### config.mk
export PLATFORM = sky130hd
export DESIGN_NAME = oled_command_decoder
export DESIGN_NICKNAME = d
export VERILOG_FILES = /design/src/cmd_decoder_pkg.sv /design/src/scroll_interval_lut.sv /design/src/column_pointer.sv /design/src/oled_command_decoder.sv
export SDC_FILE = /design/constraint.sdc
export NUM_CORES = 1
export LEC_CHECK = 0
export BUFFER_PORTS_ARGS = -buffer_cell sky130_fd_sc_hd__buf_2
export CELL_PAD_IN_SITES_DETAIL_PLACEMENT = 0
export CELL_PAD_IN_SITES_GLOBAL_PLACEMENT = 2
export CORE_MARGIN = 2
export CORE_UTILIZATION = 33
export DETAILED_ROUTE_END_ITERATION = 10
export PLACE_DENSITY = 0.85
export SYNTH_ARGS = -nofsm -noshare
export SYNTH_HDL_FRONTEND = slang
export SYNTH_SLANG_ARGS = --single-unit
### constraint.sdc
create_clock -name clk_i -period 2.2 [get_ports clk_i]
set_input_delay 0.33 -clock clk_i [delete_from_list [all_inputs] [get_ports clk_i]]
set_output_delay 0.33 -clock clk_i [all_outputs]
set_load 0.1 [all_outputs]
### src/cmd_decoder_pkg.sv
// Purpose: Shared constants for the display command decoder.
// Assumes: Byte-wide command stream and 32-bit APB register access.
// Notes:   Offsets are byte addresses of aligned 32-bit words.
package cmd_decoder_pkg;

  localparam logic [7:0] OP_LOW_COL_BASE   = 8'h00;
  localparam logic [7:0] OP_HIGH_COL_BASE  = 8'h10;
  localparam logic [7:0] OP_ADDR_MODE      = 8'h20;
  localparam logic [7:0] OP_COL_WINDOW     = 8'h21;
  localparam logic [7:0] OP_PAGE_WINDOW    = 8'h22;
  localparam logic [7:0] OP_SCROLL_RIGHT   = 8'h26;
  localparam logic [7:0] OP_SCROLL_LEFT    = 8'h27;
  localparam logic [7:0] OP_CONTRAST       = 8'h81;
  localparam logic [7:0] OP_SEG_REMAP0     = 8'ha0;
  localparam logic [7:0] OP_SEG_REMAP1     = 8'ha1;
  localparam logic [7:0] OP_FOLLOW_RAM     = 8'ha4;
  localparam logic [7:0] OP_ALL_ON         = 8'ha5;
  localparam logic [7:0] OP_NORMAL         = 8'ha6;
  localparam logic [7:0] OP_INVERSE        = 8'ha7;
  localparam logic [7:0] OP_MUX_RATIO      = 8'ha8;
  localparam logic [7:0] OP_IREF_SEL       = 8'had;
  localparam logic [7:0] OP_DISPLAY_OFF    = 8'hae;
  localparam logic [7:0] OP_DISPLAY_ON     = 8'haf;
  localparam logic [7:0] OP_SCAN_UP        = 8'hc0;
  localparam logic [7:0] OP_SCAN_DOWN      = 8'hc8;
  localparam logic [7:0] OP_OFFSET         = 8'hd3;
  localparam logic [7:0] OP_CLOCK_DIV      = 8'hd5;
  localparam logic [7:0] OP_PRECHARGE      = 8'hd9;
  localparam logic [7:0] OP_COM_PINS       = 8'hda;
  localparam logic [7:0] OP_NOP            = 8'he3;

  localparam logic [1:0] MODE_HORIZONTAL   = 2'h0;
  localparam logic [1:0] MODE_VERTICAL     = 2'h1;
  localparam logic [1:0] MODE_PAGE         = 2'h2;
  localparam logic [1:0] MODE_INVALID      = 2'h3;

  localparam logic [1:0] RST_ADDR_MODE     = 2'h2;
  localparam logic [6:0] RST_COL_START     = 7'h00;
  localparam logic [6:0] RST_COL_END       = 7'h7f;
  localparam logic [2:0] RST_PAGE_START    = 3'h0;
  localparam logic [2:0] RST_PAGE_END      = 3'h7;
  localparam logic [7:0] RST_CONTRAST      = 8'h7f;
  localparam logic [5:0] RST_MUX           = 6'h3f;
  localparam logic [5:0] MUX_MIN_VALID     = 6'h0f;
  localparam logic [3:0] RST_CLK_DIV       = 4'h0;
  localparam logic [3:0] RST_OSC_FREQ      = 4'h8;
  localparam logic [3:0] RST_PHASE         = 4'h2;
  localparam logic       RST_COM_ALT       = 1'b1;

  // APB map; all registers are of own choosing.
  localparam logic [7:0] ADDR_CMD          = 8'h00;
  localparam logic [7:0] ADDR_DATA_ACCESS  = 8'h04;
  localparam logic [7:0] ADDR_ADDRESSING   = 8'h08;
  localparam logic [7:0] ADDR_DISPLAY      = 8'h0c;
  localparam logic [7:0] ADDR_TIMING       = 8'h10;
  localparam logic [7:0] ADDR_SCROLL       = 8'h14;
  localparam logic [7:0] ADDR_POINTER      = 8'h18;
  localparam logic [7:0] ADDR_STATUS       = 8'h1c;

  localparam int unsigned PARAM_MAX        = 6;

endpackage : cmd_decoder_pkg

### src/scroll_interval_lut.sv
// Purpose: Maps the scroll step code to a step interval in frames.
// Assumes: Code is a stable register value.
// Notes:   Output is registered.
`timescale 1ns/1ps
`default_nettype none
module scroll_interval_lut (
  input  wire logic       clk_i,
  input  wire logic       rst_n_i,
  input  wire logic [2:0] code_i,
  output logic      [8:0] frames_o
);

  always_ff @(posedge clk_i or negedge rst_n_i) begin
    if (!rst_n_i) begin
      frames_o <= 9'h005;
    end else begin
      case (code_i)
        3'h0:    frames_o <= 9'h005;
        3'h1:    frames_o <= 9'h040;
        3'h2:    frames_o <= 9'h080;
        3'h3:    frames_o <= 9'h100;
        3'h4:    frames_o <= 9'h003;
        3'h5:    frames_o <= 9'h004;
        3'h6:    frames_o <= 9'h019;
        default: frames_o <= 9'h002;
      endcase
    end
  end

endmodule : scroll_interval_lut
`default_nettype wire

### src/column_pointer.sv
// Purpose: Column and page access pointer of the frame buffer.
// Assumes: One access pulse per data byte.
// Notes:   Horizontal and vertical walking wrap at the window ends; setting a window does not move the pointer into it.
`timescale 1ns/1ps
`default_nettype none
module column_pointer (
  input  wire logic       clk_i,
  input  wire logic       rst_n_i,
  input  wire logic [1:0] mode_i,
  input  wire logic [6:0] col_start_i,
  input  wire logic [6:0] col_end_i,
  input  wire logic [2:0] page_start_i,
  input  wire logic [2:0] page_end_i,
  input  wire logic       load_i,
  input  wire logic [6:0] load_col_i,
  input  wire logic [2:0] load_page_i,
  input  wire logic       access_i,
  output logic      [6:0] col_o,
  output logic      [2:0] page_o
);
  import cmd_decoder_pkg::*;

  logic col_wrap;
  logic page_wrap;
  assign col_wrap  = (col_o == col_end_i);
  assign page_wrap = (page_o == page_end_i);

  always_ff @(posedge clk_i or negedge rst_n_i) begin
    if (!rst_n_i) begin
      col_o  <= 7'h00;
      page_o <= 3'h0;
    end else if (load_i) begin
      col_o  <= load_col_i;
      page_o <= load_page_i;
    end else if (access_i) begin
      case (mode_i)
        MODE_PAGE: begin
          // Page stays put on wrap; the host must repoint itself.
          col_o <= col_wrap ? col_start_i : col_o + 7'h01;
        end
        MODE_HORIZONTAL: begin
          col_o <= col_wrap ? col_start_i : col_o + 7'h01;
          if (col_wrap) begin
            page_o <= page_wrap ? page_start_i : page_o + 3'h1;
          end
        end
        MODE_VERTICAL: begin
          page_o <= page_wrap ? page_start_i : page_o + 3'h1;
          if (page_wrap) begin
            col_o <= col_wrap ? col_start_i : col_o + 7'h01;
          end
        end
        default: col_o <= col_o;
      endcase
    end
  end

endmodule : column_pointer
`default_nettype wire

### src/oled_command_decoder.sv
// Purpose: Command byte decoder and configuration store of a dot-matrix
//          display driver, reached over APB.
// Assumes: Host writes one command or parameter byte per APB write.
// Notes:   Configuration also appears on dedicated output ports.
`timescale 1ns/1ps
`default_nettype none
// Notes on behaviour
// - Opcodes 00h-0Fh set low nibble, 10h-1Fh high nibble of page column start.
// - Opcode 20h plus one byte selects addressing mode; reset is page mode.
// - Opcode 21h plus two bytes sets column window, reset 0 and 127.
// - Opcode 22h plus two bytes sets page window, reset 0 and 7.
// - Opcodes 40h-7Fh set display start line from low six bits.
// - Opcode 81h plus one byte sets contrast; reset 7Fh.
// - A0h maps column 0, A1h column 127, to first segment output.
// - A4h follows frame buffer; A5h lights every pixel.
// - A6h normal display, A7h inverse display.
// - A8h plus byte sets mux ratio N+1; N below 15 invalid.
// - ADh plus byte, bit 4 selects internal reference current.
// - AEh display off (reset), AFh display on.
// - Opcodes B0h-B7h set page start for page addressing mode.
// - C0h scans rows upward, C8h downward.
// - D3h plus byte sets vertical shift 0 to 63.
// - D5h plus byte sets clock divide and oscillator frequency.
// - D9h plus byte sets phase 1 and 2 lengths; zero invalid.
// - DAh plus byte sets common pin layout and left/right swap.
// - E3h does nothing.
// - 26h/27h plus six bytes set up continuous horizontal scroll.
// - Scroll step code maps to 5,64,128,256,3,4,25,2 frames.
// - Page mode column pointer wraps to start, page unchanged.
module oled_command_decoder (
  input  wire logic        clk_i,
  input  wire logic        rst_n_i,
  input  wire logic        psel,
  input  wire logic        penable,
  input  wire logic        pwrite,
  input  wire logic [7:0]  paddr,
  input  wire logic [31:0] pwdata,
  input  wire logic [3:0]  pstrb,
  output logic      [31:0] prdata,
  output logic             pready,
  output logic             pslverr,
  output logic             display_on_o,
  output logic             all_on_o,
  output logic             inverse_o,
  output logic             seg_remap_o,
  output logic             scan_down_o,
  output logic      [7:0]  contrast_o,
  output logic      [5:0]  mux_ratio_o,
  output logic      [5:0]  start_line_o,
  output logic      [5:0]  offset_o,
  output logic             iref_internal_o,
  output logic      [6:0]  col_o,
  output logic      [2:0]  ram_page_index_o,
  output logic      [8:0]  scroll_frames_o
);
  import cmd_decoder_pkg::*;

  typedef enum logic [1:0] {
    ST_OPCODE = 2'b00,
    ST_PARAM  = 2'b01
  } dec_state_e;

  dec_state_e state_ff;
  logic [7:0] op_ff;
  logic [2:0] idx_ff;
  logic [1:0] mode_ff;
  logic [6:0] col_start_ff;
  logic [6:0] col_end_ff;
  logic [2:0] page_start_ff;
  logic [2:0] page_end_ff;
  logic [3:0] pcol_low_ff;
  logic [3:0] pcol_high_ff;
  logic [2:0] ppage_ff;
  logic [5:0] start_line_ff;
  logic [7:0] contrast_ff;
  logic       seg_remap_ff;
  logic       all_on_ff;
  logic       inverse_ff;
  logic [5:0] mux_ff;
  logic       iref_int_ff;
  logic       display_on_ff;
  logic       scan_down_ff;
  logic [5:0] offset_ff;
  logic [3:0] clk_div_ff;
  logic [3:0] osc_freq_ff;
  logic [3:0] phase1_ff;
  logic [3:0] phase2_ff;
  logic       com_alt_ff;
  logic       com_swap_ff;
  logic       scroll_left_ff;
  logic [2:0] scroll_start_ff;
  logic [2:0] scroll_code_ff;
  logic [2:0] scroll_end_ff;
  logic       bad_param_ff;
  logic       ptr_load_ff;

  logic       wr_acc;
  logic       byte_wr;
  logic       data_acc;
  logic [7:0] wbyte;
  logic       in_param;

  // Number of parameter bytes each opcode takes.
  function automatic logic [2:0] param_count(input logic [7:0] op);
    case (op)
      OP_ADDR_MODE, OP_CONTRAST, OP_MUX_RATIO, OP_IREF_SEL,
      OP_OFFSET, OP_CLOCK_DIV, OP_PRECHARGE, OP_COM_PINS:
        param_count = 3'd1;
      OP_COL_WINDOW, OP_PAGE_WINDOW:
        param_count = 3'd2;
      OP_SCROLL_RIGHT, OP_SCROLL_LEFT:
        param_count = 3'd6;
      default:
        param_count = 3'd0;
    endcase
  endfunction : param_count

  // APB is zero-wait: every access completes in its access phase.
  assign pready   = 1'b1;
  assign wr_acc   = psel && penable && pwrite;
  assign byte_wr  = wr_acc && (paddr == ADDR_CMD) && pstrb[0];
  assign data_acc = wr_acc && (paddr == ADDR_DATA_ACCESS);
  assign wbyte    = pwdata[7:0];
  assign in_param = (state_ff == ST_PARAM);

  always_ff @(posedge clk_i or negedge rst_n_i) begin
    if (!rst_n_i) begin
      pslverr <= 1'b0;
    end else begin
      pslverr <= 1'b0;
    end
  end

  // Sequencer: opcode, then its parameters in order.
  always_ff @(posedge clk_i or negedge rst_n_i) begin
    if (!rst_n_i) begin
      state_ff <= ST_OPCODE;
      op_ff    <= 8'h00;
      idx_ff   <= 3'h0;
    end else if (byte_wr) begin
      case (state_ff)
        ST_OPCODE: begin
          op_ff  <= wbyte;
          idx_ff <= 3'h0;
          if (param_count(wbyte) != 3'd0) begin
            state_ff <= ST_PARAM;
          end
        end
        ST_PARAM: begin
          idx_ff <= idx_ff + 3'h1;
          if (idx_ff + 3'h1 == param_count(op_ff)) begin
            state_ff <= ST_OPCODE;
          end
        end
        default: begin
          state_ff <= ST_OPCODE;
        end
      endcase
    end
  end

  // Single-byte opcodes.
  always_ff @(posedge clk_i or negedge rst_n_i) begin
    if (!rst_n_i) begin
      pcol_low_ff   <= 4'h0;
      pcol_high_ff  <= 4'h0;
      ppage_ff      <= 3'h0;
      start_line_ff <= 6'h00;
      seg_remap_ff  <= 1'b0;
      all_on_ff     <= 1'b0;
      inverse_ff    <= 1'b0;
      display_on_ff <= 1'b0;
      scan_down_ff  <= 1'b0;
      ptr_load_ff   <= 1'b0;
    end else begin
      ptr_load_ff <= 1'b0;
      if (byte_wr && !in_param) begin
        if (wbyte[7:4] == OP_LOW_COL_BASE[7:4]) begin
          pcol_low_ff <= wbyte[3:0];
          ptr_load_ff <= (mode_ff == MODE_PAGE);
        end
        if (wbyte[7:4] == OP_HIGH_COL_BASE[7:4]) begin
          pcol_high_ff <= wbyte[3:0];
          ptr_load_ff  <= (mode_ff == MODE_PAGE);
        end
        if (wbyte[7:6] == 2'b01) begin
          start_line_ff <= wbyte[5:0];
        end
        if (wbyte[7:3] == 5'b10110) begin
          ppage_ff    <= wbyte[2:0];
          ptr_load_ff <= (mode_ff == MODE_PAGE);
        end
        case (wbyte)
          OP_SEG_REMAP0:  seg_remap_ff  <= 1'b0;
          OP_SEG_REMAP1:  seg_remap_ff  <= 1'b1;
          OP_FOLLOW_RAM:  all_on_ff     <= 1'b0;
          OP_ALL_ON:      all_on_ff     <= 1'b1;
          OP_NORMAL:      inverse_ff    <= 1'b0;
          OP_INVERSE:     inverse_ff    <= 1'b1;
          OP_DISPLAY_OFF: display_on_ff <= 1'b0;
          OP_DISPLAY_ON:  display_on_ff <= 1'b1;
          OP_SCAN_UP:     scan_down_ff  <= 1'b0;
          OP_SCAN_DOWN:   scan_down_ff  <= 1'b1;
          OP_NOP:         scan_down_ff  <= scan_down_ff;
          default:        scan_down_ff  <= scan_down_ff;
        endcase
      end
    end
  end

  // Parameter bytes of multi-byte commands.
  always_ff @(posedge clk_i or negedge rst_n_i) begin
    if (!rst_n_i) begin
      mode_ff         <= RST_ADDR_MODE;
      col_start_ff    <= RST_COL_START;
      col_end_ff      <= RST_COL_END;
      page_start_ff   <= RST_PAGE_START;
      page_end_ff     <= RST_PAGE_END;
      contrast_ff     <= RST_CONTRAST;
      mux_ff          <= RST_MUX;
      iref_int_ff     <= 1'b0;
      offset_ff       <= 6'h00;
      clk_div_ff      <= RST_CLK_DIV;
      osc_freq_ff     <= RST_OSC_FREQ;
      phase1_ff       <= RST_PHASE;
      phase2_ff       <= RST_PHASE;
      com_alt_ff      <= RST_COM_ALT;
      com_swap_ff     <= 1'b0;
      scroll_left_ff  <= 1'b0;
      scroll_start_ff <= 3'h0;
      scroll_code_ff  <= 3'h0;
      scroll_end_ff   <= 3'h0;
      bad_param_ff    <= 1'b0;
    end else if (byte_wr && in_param) begin
      case (op_ff)
        OP_ADDR_MODE: begin
          // An invalid mode is refused so the pointer never stalls.
          if (wbyte[1:0] != MODE_INVALID) begin
            mode_ff <= wbyte[1:0];
          end
          bad_param_ff <= (wbyte[1:0] == MODE_INVALID);
        end
        OP_COL_WINDOW: begin
          if (idx_ff == 3'h0) begin
            col_start_ff <= wbyte[6:0];
          end else begin
            col_end_ff <= wbyte[6:0];
          end
        end
        OP_PAGE_WINDOW: begin
          if (idx_ff == 3'h0) begin
            page_start_ff <= wbyte[2:0];
          end else begin
            page_end_ff <= wbyte[2:0];
          end
        end
        OP_CONTRAST: contrast_ff <= wbyte;
        OP_MUX_RATIO: begin
          if (wbyte[5:0] >= MUX_MIN_VALID) begin
            mux_ff <= wbyte[5:0];
          end
          bad_param_ff <= (wbyte[5:0] < MUX_MIN_VALID);
        end
        OP_IREF_SEL: iref_int_ff <= wbyte[4];
        OP_OFFSET:   offset_ff   <= wbyte[5:0];
        OP_CLOCK_DIV: begin
          clk_div_ff  <= wbyte[3:0];
          osc_freq_ff <= wbyte[7:4];
        end
        OP_PRECHARGE: begin
          if (wbyte[3:0] != 4'h0) begin
            phase1_ff <= wbyte[3:0];
          end
          if (wbyte[7:4] != 4'h0) begin
            phase2_ff <= wbyte[7:4];
          end
          bad_param_ff <= (wbyte[3:0] == 4'h0) || (wbyte[7:4] == 4'h0);
        end
        OP_COM_PINS: begin
          com_alt_ff  <= wbyte[4];
          com_swap_ff <= wbyte[5];
        end
        OP_SCROLL_RIGHT, OP_SCROLL_LEFT: begin
          scroll_left_ff <= op_ff[0];
          case (idx_ff)
            3'h1:    scroll_start_ff <= wbyte[2:0];
            3'h2:    scroll_code_ff  <= wbyte[2:0];
            3'h3:    scroll_end_ff   <= wbyte[2:0];
            default: scroll_left_ff  <= op_ff[0];
          endcase
        end
        default: bad_param_ff <= bad_param_ff;
      endcase
    end
  end

  column_pointer u_column_pointer (
    .clk_i        (clk_i),
    .rst_n_i      (rst_n_i),
    .mode_i       (mode_ff),
    .col_start_i  (col_start_ff),
    .col_end_i    (col_end_ff),
    .page_start_i (page_start_ff),
    .page_end_i   (page_end_ff),
    .load_i       (ptr_load_ff),
    .load_col_i   ({pcol_high_ff[2:0], pcol_low_ff}),
    .load_page_i  (ppage_ff),
    .access_i     (data_acc),
    .col_o        (col_o),
    .page_o       (ram_page_index_o)
  );

  scroll_interval_lut u_scroll_interval_lut (
    .clk_i    (clk_i),
    .rst_n_i  (rst_n_i),
    .code_i   (scroll_code_ff),
    .frames_o (scroll_frames_o)
  );

  // Register reads; unmapped offsets read as zero.
  always_ff @(posedge clk_i or negedge rst_n_i) begin
    if (!rst_n_i) begin
      prdata <= 32'h0000_0000;
    end else if (psel && !penable && !pwrite) begin
      case (paddr)
        ADDR_ADDRESSING: prdata <= {2'h0, page_end_ff, page_start_ff,
                                    1'b0, col_end_ff, 1'b0, col_start_ff,
                                    pcol_high_ff, mode_ff, 2'h0};
        ADDR_DISPLAY:    prdata <= {1'b0, iref_int_ff, offset_ff,
                                    mux_ff, start_line_ff, contrast_ff,
                                    scan_down_ff, display_on_ff,
                                    inverse_ff, all_on_ff};
        ADDR_TIMING:     prdata <= {12'h000, com_swap_ff, com_alt_ff,
                                    2'h0, phase2_ff, phase1_ff,
                                    osc_freq_ff, clk_div_ff};
        ADDR_SCROLL:     prdata <= {7'h00, scroll_frames_o, 3'h0,
                                    scroll_left_ff, 1'b0, scroll_end_ff,
                                    1'b0, scroll_code_ff, 1'b0,
                                    scroll_start_ff};
        ADDR_POINTER:    prdata <= {14'h0000, ppage_ff, pcol_low_ff,
                                    ram_page_index_o, 1'b0, col_o};
        ADDR_STATUS:     prdata <= {24'h000000, 3'h0, in_param,
                                    bad_param_ff, ~display_on_ff,
                                    2'h0};
        default:         prdata <= 32'h0000_0000;
      endcase
    end
  end

  assign display_on_o    = display_on_ff;
  assign all_on_o        = all_on_ff;
  assign inverse_o       = inverse_ff;
  assign seg_remap_o     = seg_remap_ff;
  assign scan_down_o     = scan_down_ff;
  assign contrast_o      = contrast_ff;
  assign mux_ratio_o     = mux_ff;
  assign start_line_o    = start_line_ff;
  assign offset_o        = offset_ff;
  // Internal reference only drives while the panel is lit.
  assign iref_internal_o = iref_int_ff && display_on_ff;

endmodule : oled_command_decoder
`default_nettype wire

Word level (Yosys, flattened, before mapping)
Index checks and enable logic that the tools add are counted.

operators by class
  add/subtract/negate cells = 3
  magnitude comparators = 2
  equality and inequality tests = 65
  mux-type cells = 32
  bitwise logic cells = 2
  reductions and logical operators = 73

operators with widths
  cell                number
  $eq 8x8->1 const B  24
  $pmux 31 s6         1
  $eq 8x6->1 const B  10
  $pmux 9 s7          1
  $reduce_and 3->1    14
  $reduce_and 2->1    18
  $eq 8x5->1 const B  4
  $mux 7              4
  $mux 3              8
  $pmux 3 s3          2
  $eq 8x4->1 const B  2
  $reduce_or 8->1     2
  $pmux 7 s2          1
  $reduce_bool 2->1   7
  $eq 3x2->1 const B  4
  $pmux 3 s2          2
  $reduce_bool 3->1   4
  $logic_and 1x1->1   10
  $pmux 1 s2          5
  $reduce_or 2->1     5
  $eq 3x3->1 const B  3
  $eq 8x3->1 const B  1
  $logic_not 4->1     2
  $logic_not 8->1     1
  other kinds (24)    42

storage, ports and cells
  register bits after elaboration = 159
  output and inout port bits = 85

Depth between registers and ports, before layout
Gate-level depths: netlist (run 1).

  depth in word-level cells = 8
  gate-level depth with buffers = 9
  depth with buffers taken out = 8

Hierarchy
Synthesis (run 1) repeated with hierarchy kept, for this count alone.

unflattened totals
  cell total of the unflattened synthesis = 692
  area total of the unflattened synthesis = 7661.1 sq um

modules (own cells, without submodules)
  module                times used  cells each  area an instance (sq um)
  oled_command_decoder  1           580         6533.8
  column_pointer        1           91          852.1
  scroll_interval_lut   1           21          275.3

Least setup slack after synthesis (run 1)
No wires, ideal clock.

  kind = reg2reg
  start point = reg u_column_pointer.col_o[4]
  end point = reg u_column_pointer.page_o[0]
  data arrival time = 2688 ps
  data required time = 2064 ps
  slack = -624 ps
  stages on the path, launching flop included = 8
  path buffers = 1
  period minus slack after synthesis = 2824 ps
  cell sequence = dfrtp_1 -> clkbuf_1 -> xor2_1 -> nor4_1 -> nand4_2 -> a2111oi_4 -> mux2i_1 -> o21ai_0

between the ends
  cells in the longest elaborated chain, start to end = 3

RTL lines
  item                               RTL line              RTL
  start: declaration                 column_pointer.sv:18  output logic [6:0] col_o,
  start signal: assignment           column_pointer.sv:33  col_o <= load_col_i;
  start signal: assignment           column_pointer.sv:39  col_o <= col_wrap ? col_start_i : col_o + 7'h01;
  start signal: assignment           column_pointer.sv:42  col_o <= col_wrap ? col_start_i : col_o + 7'h01;
  $eq 7x7->1                         column_pointer.sv:25  assign col_wrap = (col_o == col_end_i);
  $ne 3x2->1 (no source line)        -
  $reduce_and 3->1 (no source line)  -
  end signal: assignment             column_pointer.sv:34  page_o <= load_page_i;
  end signal: assignment             column_pointer.sv:44  page_o <= page_wrap ? page_start_i : page_o + 3'h1;
  end signal: assignment             column_pointer.sv:48  page_o <= page_wrap ? page_start_i : page_o + 3'h1;
  end: declaration                   column_pointer.sv:19  output logic [2:0] page_o

No other way between the ends.
A chain may end at the register's enable or synchronous reset.

Worst setup path in the final report (run 1)
  start point = reg op_ff[5]
  end point = reg phase2_ff[0]

between the ends
  cells in the longest elaborated chain, start to end = 2

RTL lines
  item                               RTL line                     RTL
  start: declaration                 oled_command_decoder.sv:64   logic [7:0] op_ff;
  start signal: assignment           oled_command_decoder.sv:143  op_ff <= wbyte;
  $eq 8x8->1                         oled_command_decoder.sv:235  case (op_ff)
  $reduce_and 3->1 (no source line)  -
  end signal: assignment             oled_command_decoder.sv:275  phase2_ff <= wbyte[7:4];
  end: declaration                   oled_command_decoder.sv:87   logic [3:0] phase2_ff;

No other way between the ends.

==> results.yml, run 1 <==
critical_path:
  startpoint_type: "register"
  r2r_cells: 5
  cp_data_arrival_time_ps: 2440
  crit_type: "reg -> reg"
  path_max_fanout: 4
  end_kind: "register"
  crit_required_ps: 2510
sta:
  skew_ps: 12.3
  fin_crit_ps: 2130
  fin_tns_setup_ps: 0
  setup_viol: 0
  post-route-period-util_pct: 96.7
  max_freq_mhz: 470
  max-slew-margin-rel_pct: 59.6
  whs_ps: 250
  timing_hold_violations_final: 0
  worst_pin_slew_ps: 606
  drv_slew: 0
logic_synthesis:
  yosysUniqueCellTypes: 65
  netlist_top_cells_area: "dfrtp_1, mux2_2, dfstp_2"
  synthCells: 668
  netlist_area_mm2: 0.00765
  ys.flop_type: "dfrtp_1"
  yosysWarnings: 0
  synth_edf_count: 0
  async_flop_share_pct: 100
  synth_top_area_share_pct: 40.9
  synth-seq-area-share_pct: 51.2
  ys_ff_latch: 155
  syn_area_per_cell_um2: 11.5
  synth_largest_area_cell: "dfrtp_1"
grt:
  antenna_found_initial: 0
  grt_use_total_pct: 20.1
  grt_overflow_total: 0
  grt_pass1_vias: 6167
  grt_pass1_wl_mm: 36.9
  grt_start_max_net_pins: 58
clocking:
  clock-root-buffer: "clkbuf_16"
  cts.clk_slew.worst_paths_ps: 60
  cts_max_level: 4
  cts_tree: "yes"
  clkLatencyLatePin_ps: 430
  cts_sinks: 155
  cts_setup_buffers: 0
  cts_max_path_buffers: 2
  cts_buffers: 17
pwr:
  vdd_drop_max_mv: 0.463
  cellLeakagePower_nw: 4.62
  power_w: 0.00611
  cellPowerDensity_mw_per_mm2: 627
drt:
  wirelength_mm: 23.8
  dr_total_vias: 5975
  vias_per_cell: 5.33
  drtIter0Drc: 447
  drc: 0
  wl_per_cell_um: 21.2
  first_pass_iters: 8
  drtAntennaViolNets: 0
floorplanning:
  die_h_um: 156
  core_area_mm2: 0.0227
  initial_core_util_pct: 33.7
  io-pin-count: 134
  die_width_um: 156
  rows: 55
  dieArea_mm2: 0.0244
outcome:
  status: "finished, final reports clean"
placed_design:
  dp.cells: 1088
  hpwl_mm: 17.2
  dpl_cell_area_mm2: 0.00912
  io_buffer_count: 102
  gp_congestion: 0.868
hold_path:
  hold_depth: 2
  worstHoldPathType: "in -> reg"
final_layout:
  antennaDiodeCount: 0
  final_area_mm2: 0.00974
  fill_cells: 2172
  fin_cells: 1121
  seq_area_mm2: 0.00394
  multiInputGateArea_mm2: 0.00357
  layout_common_cells: "dfrtp_1, buf_2, mux2_2"
  drive_gt1_share_pct: 45.2
  layout_commonest_cell: "dfrtp_1"
  syn_to_final_growth_pct: 27.3
  layout.nets: 879
flow_run:
  maxCapViolCount: 0
==> cell usage after synthesis, types with 3 or more instances <==
master,count
a21o_1,17
a21oi_1,23
a222oi_1,20
a22oi_1,17
and3_1,7
buf_4,5
clkbuf_1,42
dfrtp_1,125
dfstp_2,30
ha_1,7
inv_1,10
mux2_1,3
mux2_2,94
mux2i_1,9
nand2_1,56
nand2b_1,6
nand3_1,8
nand3b_1,6
nand4_1,9
nor2_1,27
nor2b_1,3
nor3_1,11
nor3b_1,4
nor4_1,6
nor4_4,3
nor4b_1,3
o211ai_1,5
o21a_1,6
o21ai_0,30
o31ai_1,4
or3_1,5
xnor2_1,11
xor2_1,11
==> worst paths after layout <==
path | startpoint | to | slack, ps
worst min register to register | prdata[26] | prdata[26] | 480
worst max register to register | op_ff[5] | phase2_ff[0] | 70
worst max-delay path | op_ff[5] | phase2_ff[0] | 70
worst min-delay path | pwdata[6] | op_ff[6] | 250
max in group asynchronous | rst_n_i | osc_freq_ff[3] | 1040
min in group asynchronous | rst_n_i | offset_o[4] | 410
==> report_power, final <==
part | internal [W] | switching (W) | total, W
sequential | 0.00285 | 0.00000422 | 0.00286
combinational | 0.0000690 | 0.000218 | 0.000287
clock | 0.00164 | 0.00132 | 0.00296
==> timing repair <==
action                                  CTS  global route
hold buffers                              1             0
gates resized for setup                   0             4
endpoints found under the setup margin    0            22
hold endpoints to repair                 38             0
==> metrics by stage <==
| stage | utilization, % | setup slack (ps) |
|---|---|---|
| CTS | 42.8 | 6.46 |
| finish | 42.9 | 72.4 |
| global route | 42.9 | -20.2 |
| global placement | 40.2 | -152 |
| detailed placement | 40.2 | -162 |
| floorplan | - | -147 |
==> state kept, by name, indices dropped and copies added, names as in the netlist, 7 cells and up <==
register / flops
col_end_ff: 7
col_start_ff: 7
contrast_o: 8
op_ff: 8
prdata: 31
u_column_pointer.col_o: 7
u_scroll_interval_lut.frames_o: 7
==> final cells by class <==
cell class | count | share of cell area, %
clock inverter | 14 | 1.54
inverter | 10 | 0.386
timing repair buffer | 185 | 12.8
sequential | 155 | 40.4
tap | 285 | 3.66
multi-input combinational | 454 | 36.7
clock buffer | 18 | 4.51
==> critical path: stages, from the launching register on <==
cell,delay [ps]
dfrtp_1,370
nand4b_1,200
or4b_4,520
or3_4,380
nor2_4,190
mux2_2,360
==> per-layer routing <==
layer	up-vias	part of all wire (%)	wire length, µm	global-route usage (%)
met3	26	4.7	1120	3.68
met2	165	47	11200	32.3
met5	-	0	0	0
met4	0	2.1	496	6.90
met1	3014	46	10900	27.5
li1	2770	-	-	-
==> kinds of logic after synthesis <==
logic type | Yosys count | share of synthesized area [%]
and+or+nand+nor | 175 | 13.1
DFF | 155 | 51.2
AOI/OAI and AO/OA | 140 | 13.1
muxes | 106 | 15.5
buffers and inverters | 61 | 3.37
xor gates and xnor gates | 22 | 2.52
adders and majority gates | 7 | 1.14
other | 2 | 0.0982
(Power assumes the default switching activity.)
==> run 2: changes to the inputs <==
--- a/config.mk
+++ b/config.mk
@@ -9,9 +9,9 @@
 export CELL_PAD_IN_SITES_DETAIL_PLACEMENT = 0
 export CELL_PAD_IN_SITES_GLOBAL_PLACEMENT = 2
 export CORE_MARGIN = 2
-export CORE_UTILIZATION = 33
+export CORE_UTILIZATION = 40
 export DETAILED_ROUTE_END_ITERATION = 10
-export PLACE_DENSITY = 0.85
+export PLACE_DENSITY = 0.95
 export SYNTH_ARGS = -nofsm -noshare
 export SYNTH_HDL_FRONTEND = slang
 export SYNTH_SLANG_ARGS = --single-unit
==> constraint.sdc (replaced) <==
create_clock -name clk_i -period 2.75 [get_ports clk_i]
set_input_delay 0.4125 -clock clk_i [delete_from_list [all_inputs] [get_ports clk_i]]
set_output_delay 0.4125 -clock clk_i [all_outputs]
set_load 0.1 [all_outputs]
==> run 2 against run 1 <==
Power decreased by 20%. Flip-flop and latch count did not move. Critical path depth unchanged. Wire length decreased by 5.4%. Clock power shrank 20%. Clock skew down 0.54 ps. Sequential share of layout area grew 2.4 points. Die area down 17%.
==> results.yml, run 2 (synthesis gave the netlist of run 1 again) <==
final_layout:
  largest_reg_flops: 31
  layout_commonest_cell: "dfrtp_1"
  fill_cells: 1667
  largest_register: "prdata"
  layout.nets: 831
  layout_common_cells: "dfrtp_1, buf_2, mux2_2"
  drive_gt1_share_pct: 39.5
  antennaDiodeCount: 0
  syn_to_final_growth_pct: 19.5
  fin_cells: 1022
critical_path:
  crit_type: "reg -> reg"
  cp_data_arrival_time_ps: 2950
  path_max_fanout: 7
  crit_required_ps: 3110
  startpoint_type: "register"
  end_kind: "register"
floorplanning:
  core_area_mm2: 0.0187
  die_h_um: 142
  dieArea_mm2: 0.0202
  io-pin-count: 134
  rows: 50
  die_width_um: 142
  initial_core_util_pct: 40.9
outcome:
  status: "finished, final reports clean"
sta:
  timing_hold_violations_final: 0
  setup_viol: 0
  drv_slew: 0
  rsz0062_at_grt: "false"
  max-slew-margin-rel_pct: 52.8
  worst_pin_slew_ps: 708
  fin_tns_setup_ps: 0
  fin_crit_ps: 2590
  post-route-period-util_pct: 94.2
  skew_ps: 11.8
  max_freq_mhz: 386
clocking:
  clkLatencyLatePin_ps: 440
  cts_max_level: 4
  cts.clk_slew.worst_paths_ps: 70
  cts_tree: "yes"
  ctsResizeCount: 0
  cts_buffers: 17
  cts_setup_buffers: 0
  clock-root-buffer: "clkbuf_16"
  cts_max_path_buffers: 2
  cts_sinks: 155
drt:
  wirelength_mm: 22.5
  vias_per_cell: 5.89
  wl_per_cell_um: 22.0
  dr_total_vias: 6021
  drc: 0
  drtIter0Drc: 480
  drtAntennaViolNets: 0
  first_pass_iters: 8
placed_design:
  gp_congestion: 0.902
  io_buffer_count: 102
  hpwl_mm: 16.0
  dp.cells: 989
hold_path:
  worstHoldPathType: "in -> reg"
grt:
  grt_pass1_vias: 6042
  grt_overflow_total: 0
  grt_start_max_net_pins: 59
  antenna_found_initial: 0
  grt_pass1_wl_mm: 34.7
  grt_use_total_pct: 22.9
pwr:
  cellPowerDensity_mw_per_mm2: 534
  vdd_drop_max_mv: 0.363
  cellLeakagePower_nw: 4.37
flow_run:
  maxCapViolCount: 0
[run 2: changes by cell type in the layout (fill, tap and decap cells not counted), moves of 3 or more]
cell,delta
mux2_4,-8
buf_4,-41
dfrtp_1,+9
mux2_2,+7
dfrtp_2,-6
dfrtp_4,-3
buf_12,-7
[run 2: timing repair]
action | in CTS | in global routing
endpoints found under the hold margin | 41 | 0
hold buffers | 1 | 0
setup endpoints to repair | 0 | 0
[run 2: worst max-delay path, cell delays in order, from the launching register on]
cell     delay [ps]
dfrtp_1         430
nor4b_1         630
nand2_1         430
nor4_4          430
buf_4           240
mux2_2          350
[run 2: worst paths after layout]
check / start / to / slack [ps] / cells past startpoint
worst max-delay path: op_ff[4] / col_end_ff[4] / 160 / 5
min in group asynchronous: rst_n_i / prdata[19] / 530 / 2
worst max register to register: op_ff[4] / col_end_ff[4] / 160 / 5
worst min register to register: prdata[25] / prdata[25] / 470 / 2
max in group asynchronous: rst_n_i / mode_ff[1] / 1420 / 3
worst min-delay path: pwdata[0] / page_start_ff[0] / 340 / 3
[run 2: metal layers]
metal / wire length, µm / GRT usage, % / vias up
li1: - / - / 2668
met1: 9610 / 29.8 / 3039
met2: 10500 / 36.4 / 264
met3: 1560 / 5.22 / 48
met4: 763 / 9.90 / 2
met5: 58 / 2.26 / -
[run 2: per-stage QoR]
step | hold slack [ps] | total power [W] | utilization, % | setup slack (ps) | cell area (µm²)
floorplan | 117 | 0.00243 | - | 12.9 | 7660
global placement | 425 | 0.00254 | 45.6 | 52.0 | 8530
detailed placement | 434 | 0.00254 | 45.6 | -44.0 | 8530
CTS | 331 | 0.00490 | 48.9 | 235 | 9140
global route | 365 | 0.00503 | 48.9 | 124 | 9140
finish | 337 | 0.00488 | 48.9 | 160 | 9140
[run 2: final cells by class]
cell class                      instances  area, µm²  share of cell area (%)
Sequential cell                       155       3920                    42.9
Multi-Input combinational cell        454       3490                    38.2
Timing Repair Buffer                  137        795                    8.69
Clock buffer                           17        425                    4.65
Tap cell                              234        293                    3.20
Clock inverter                         15        179                    1.96
Inverter                               10       37.5                   0.411
[run 2: power breakdown]
| part | switching (W) | leakage, nW | internal (W) | total [W] |
|---|---|---|---|---|
| Sequential | 0.00000303 | 2.02 | 0.00228 | 0.00229 |
| Clock | 0.00108 | 0.299 | 0.00130 | 0.00238 |
| Combinational | 0.000171 | 2.05 | 0.0000424 | 0.000214 |
| Total | 0.00125 | 4.37 | 0.00363 | 0.00488 |
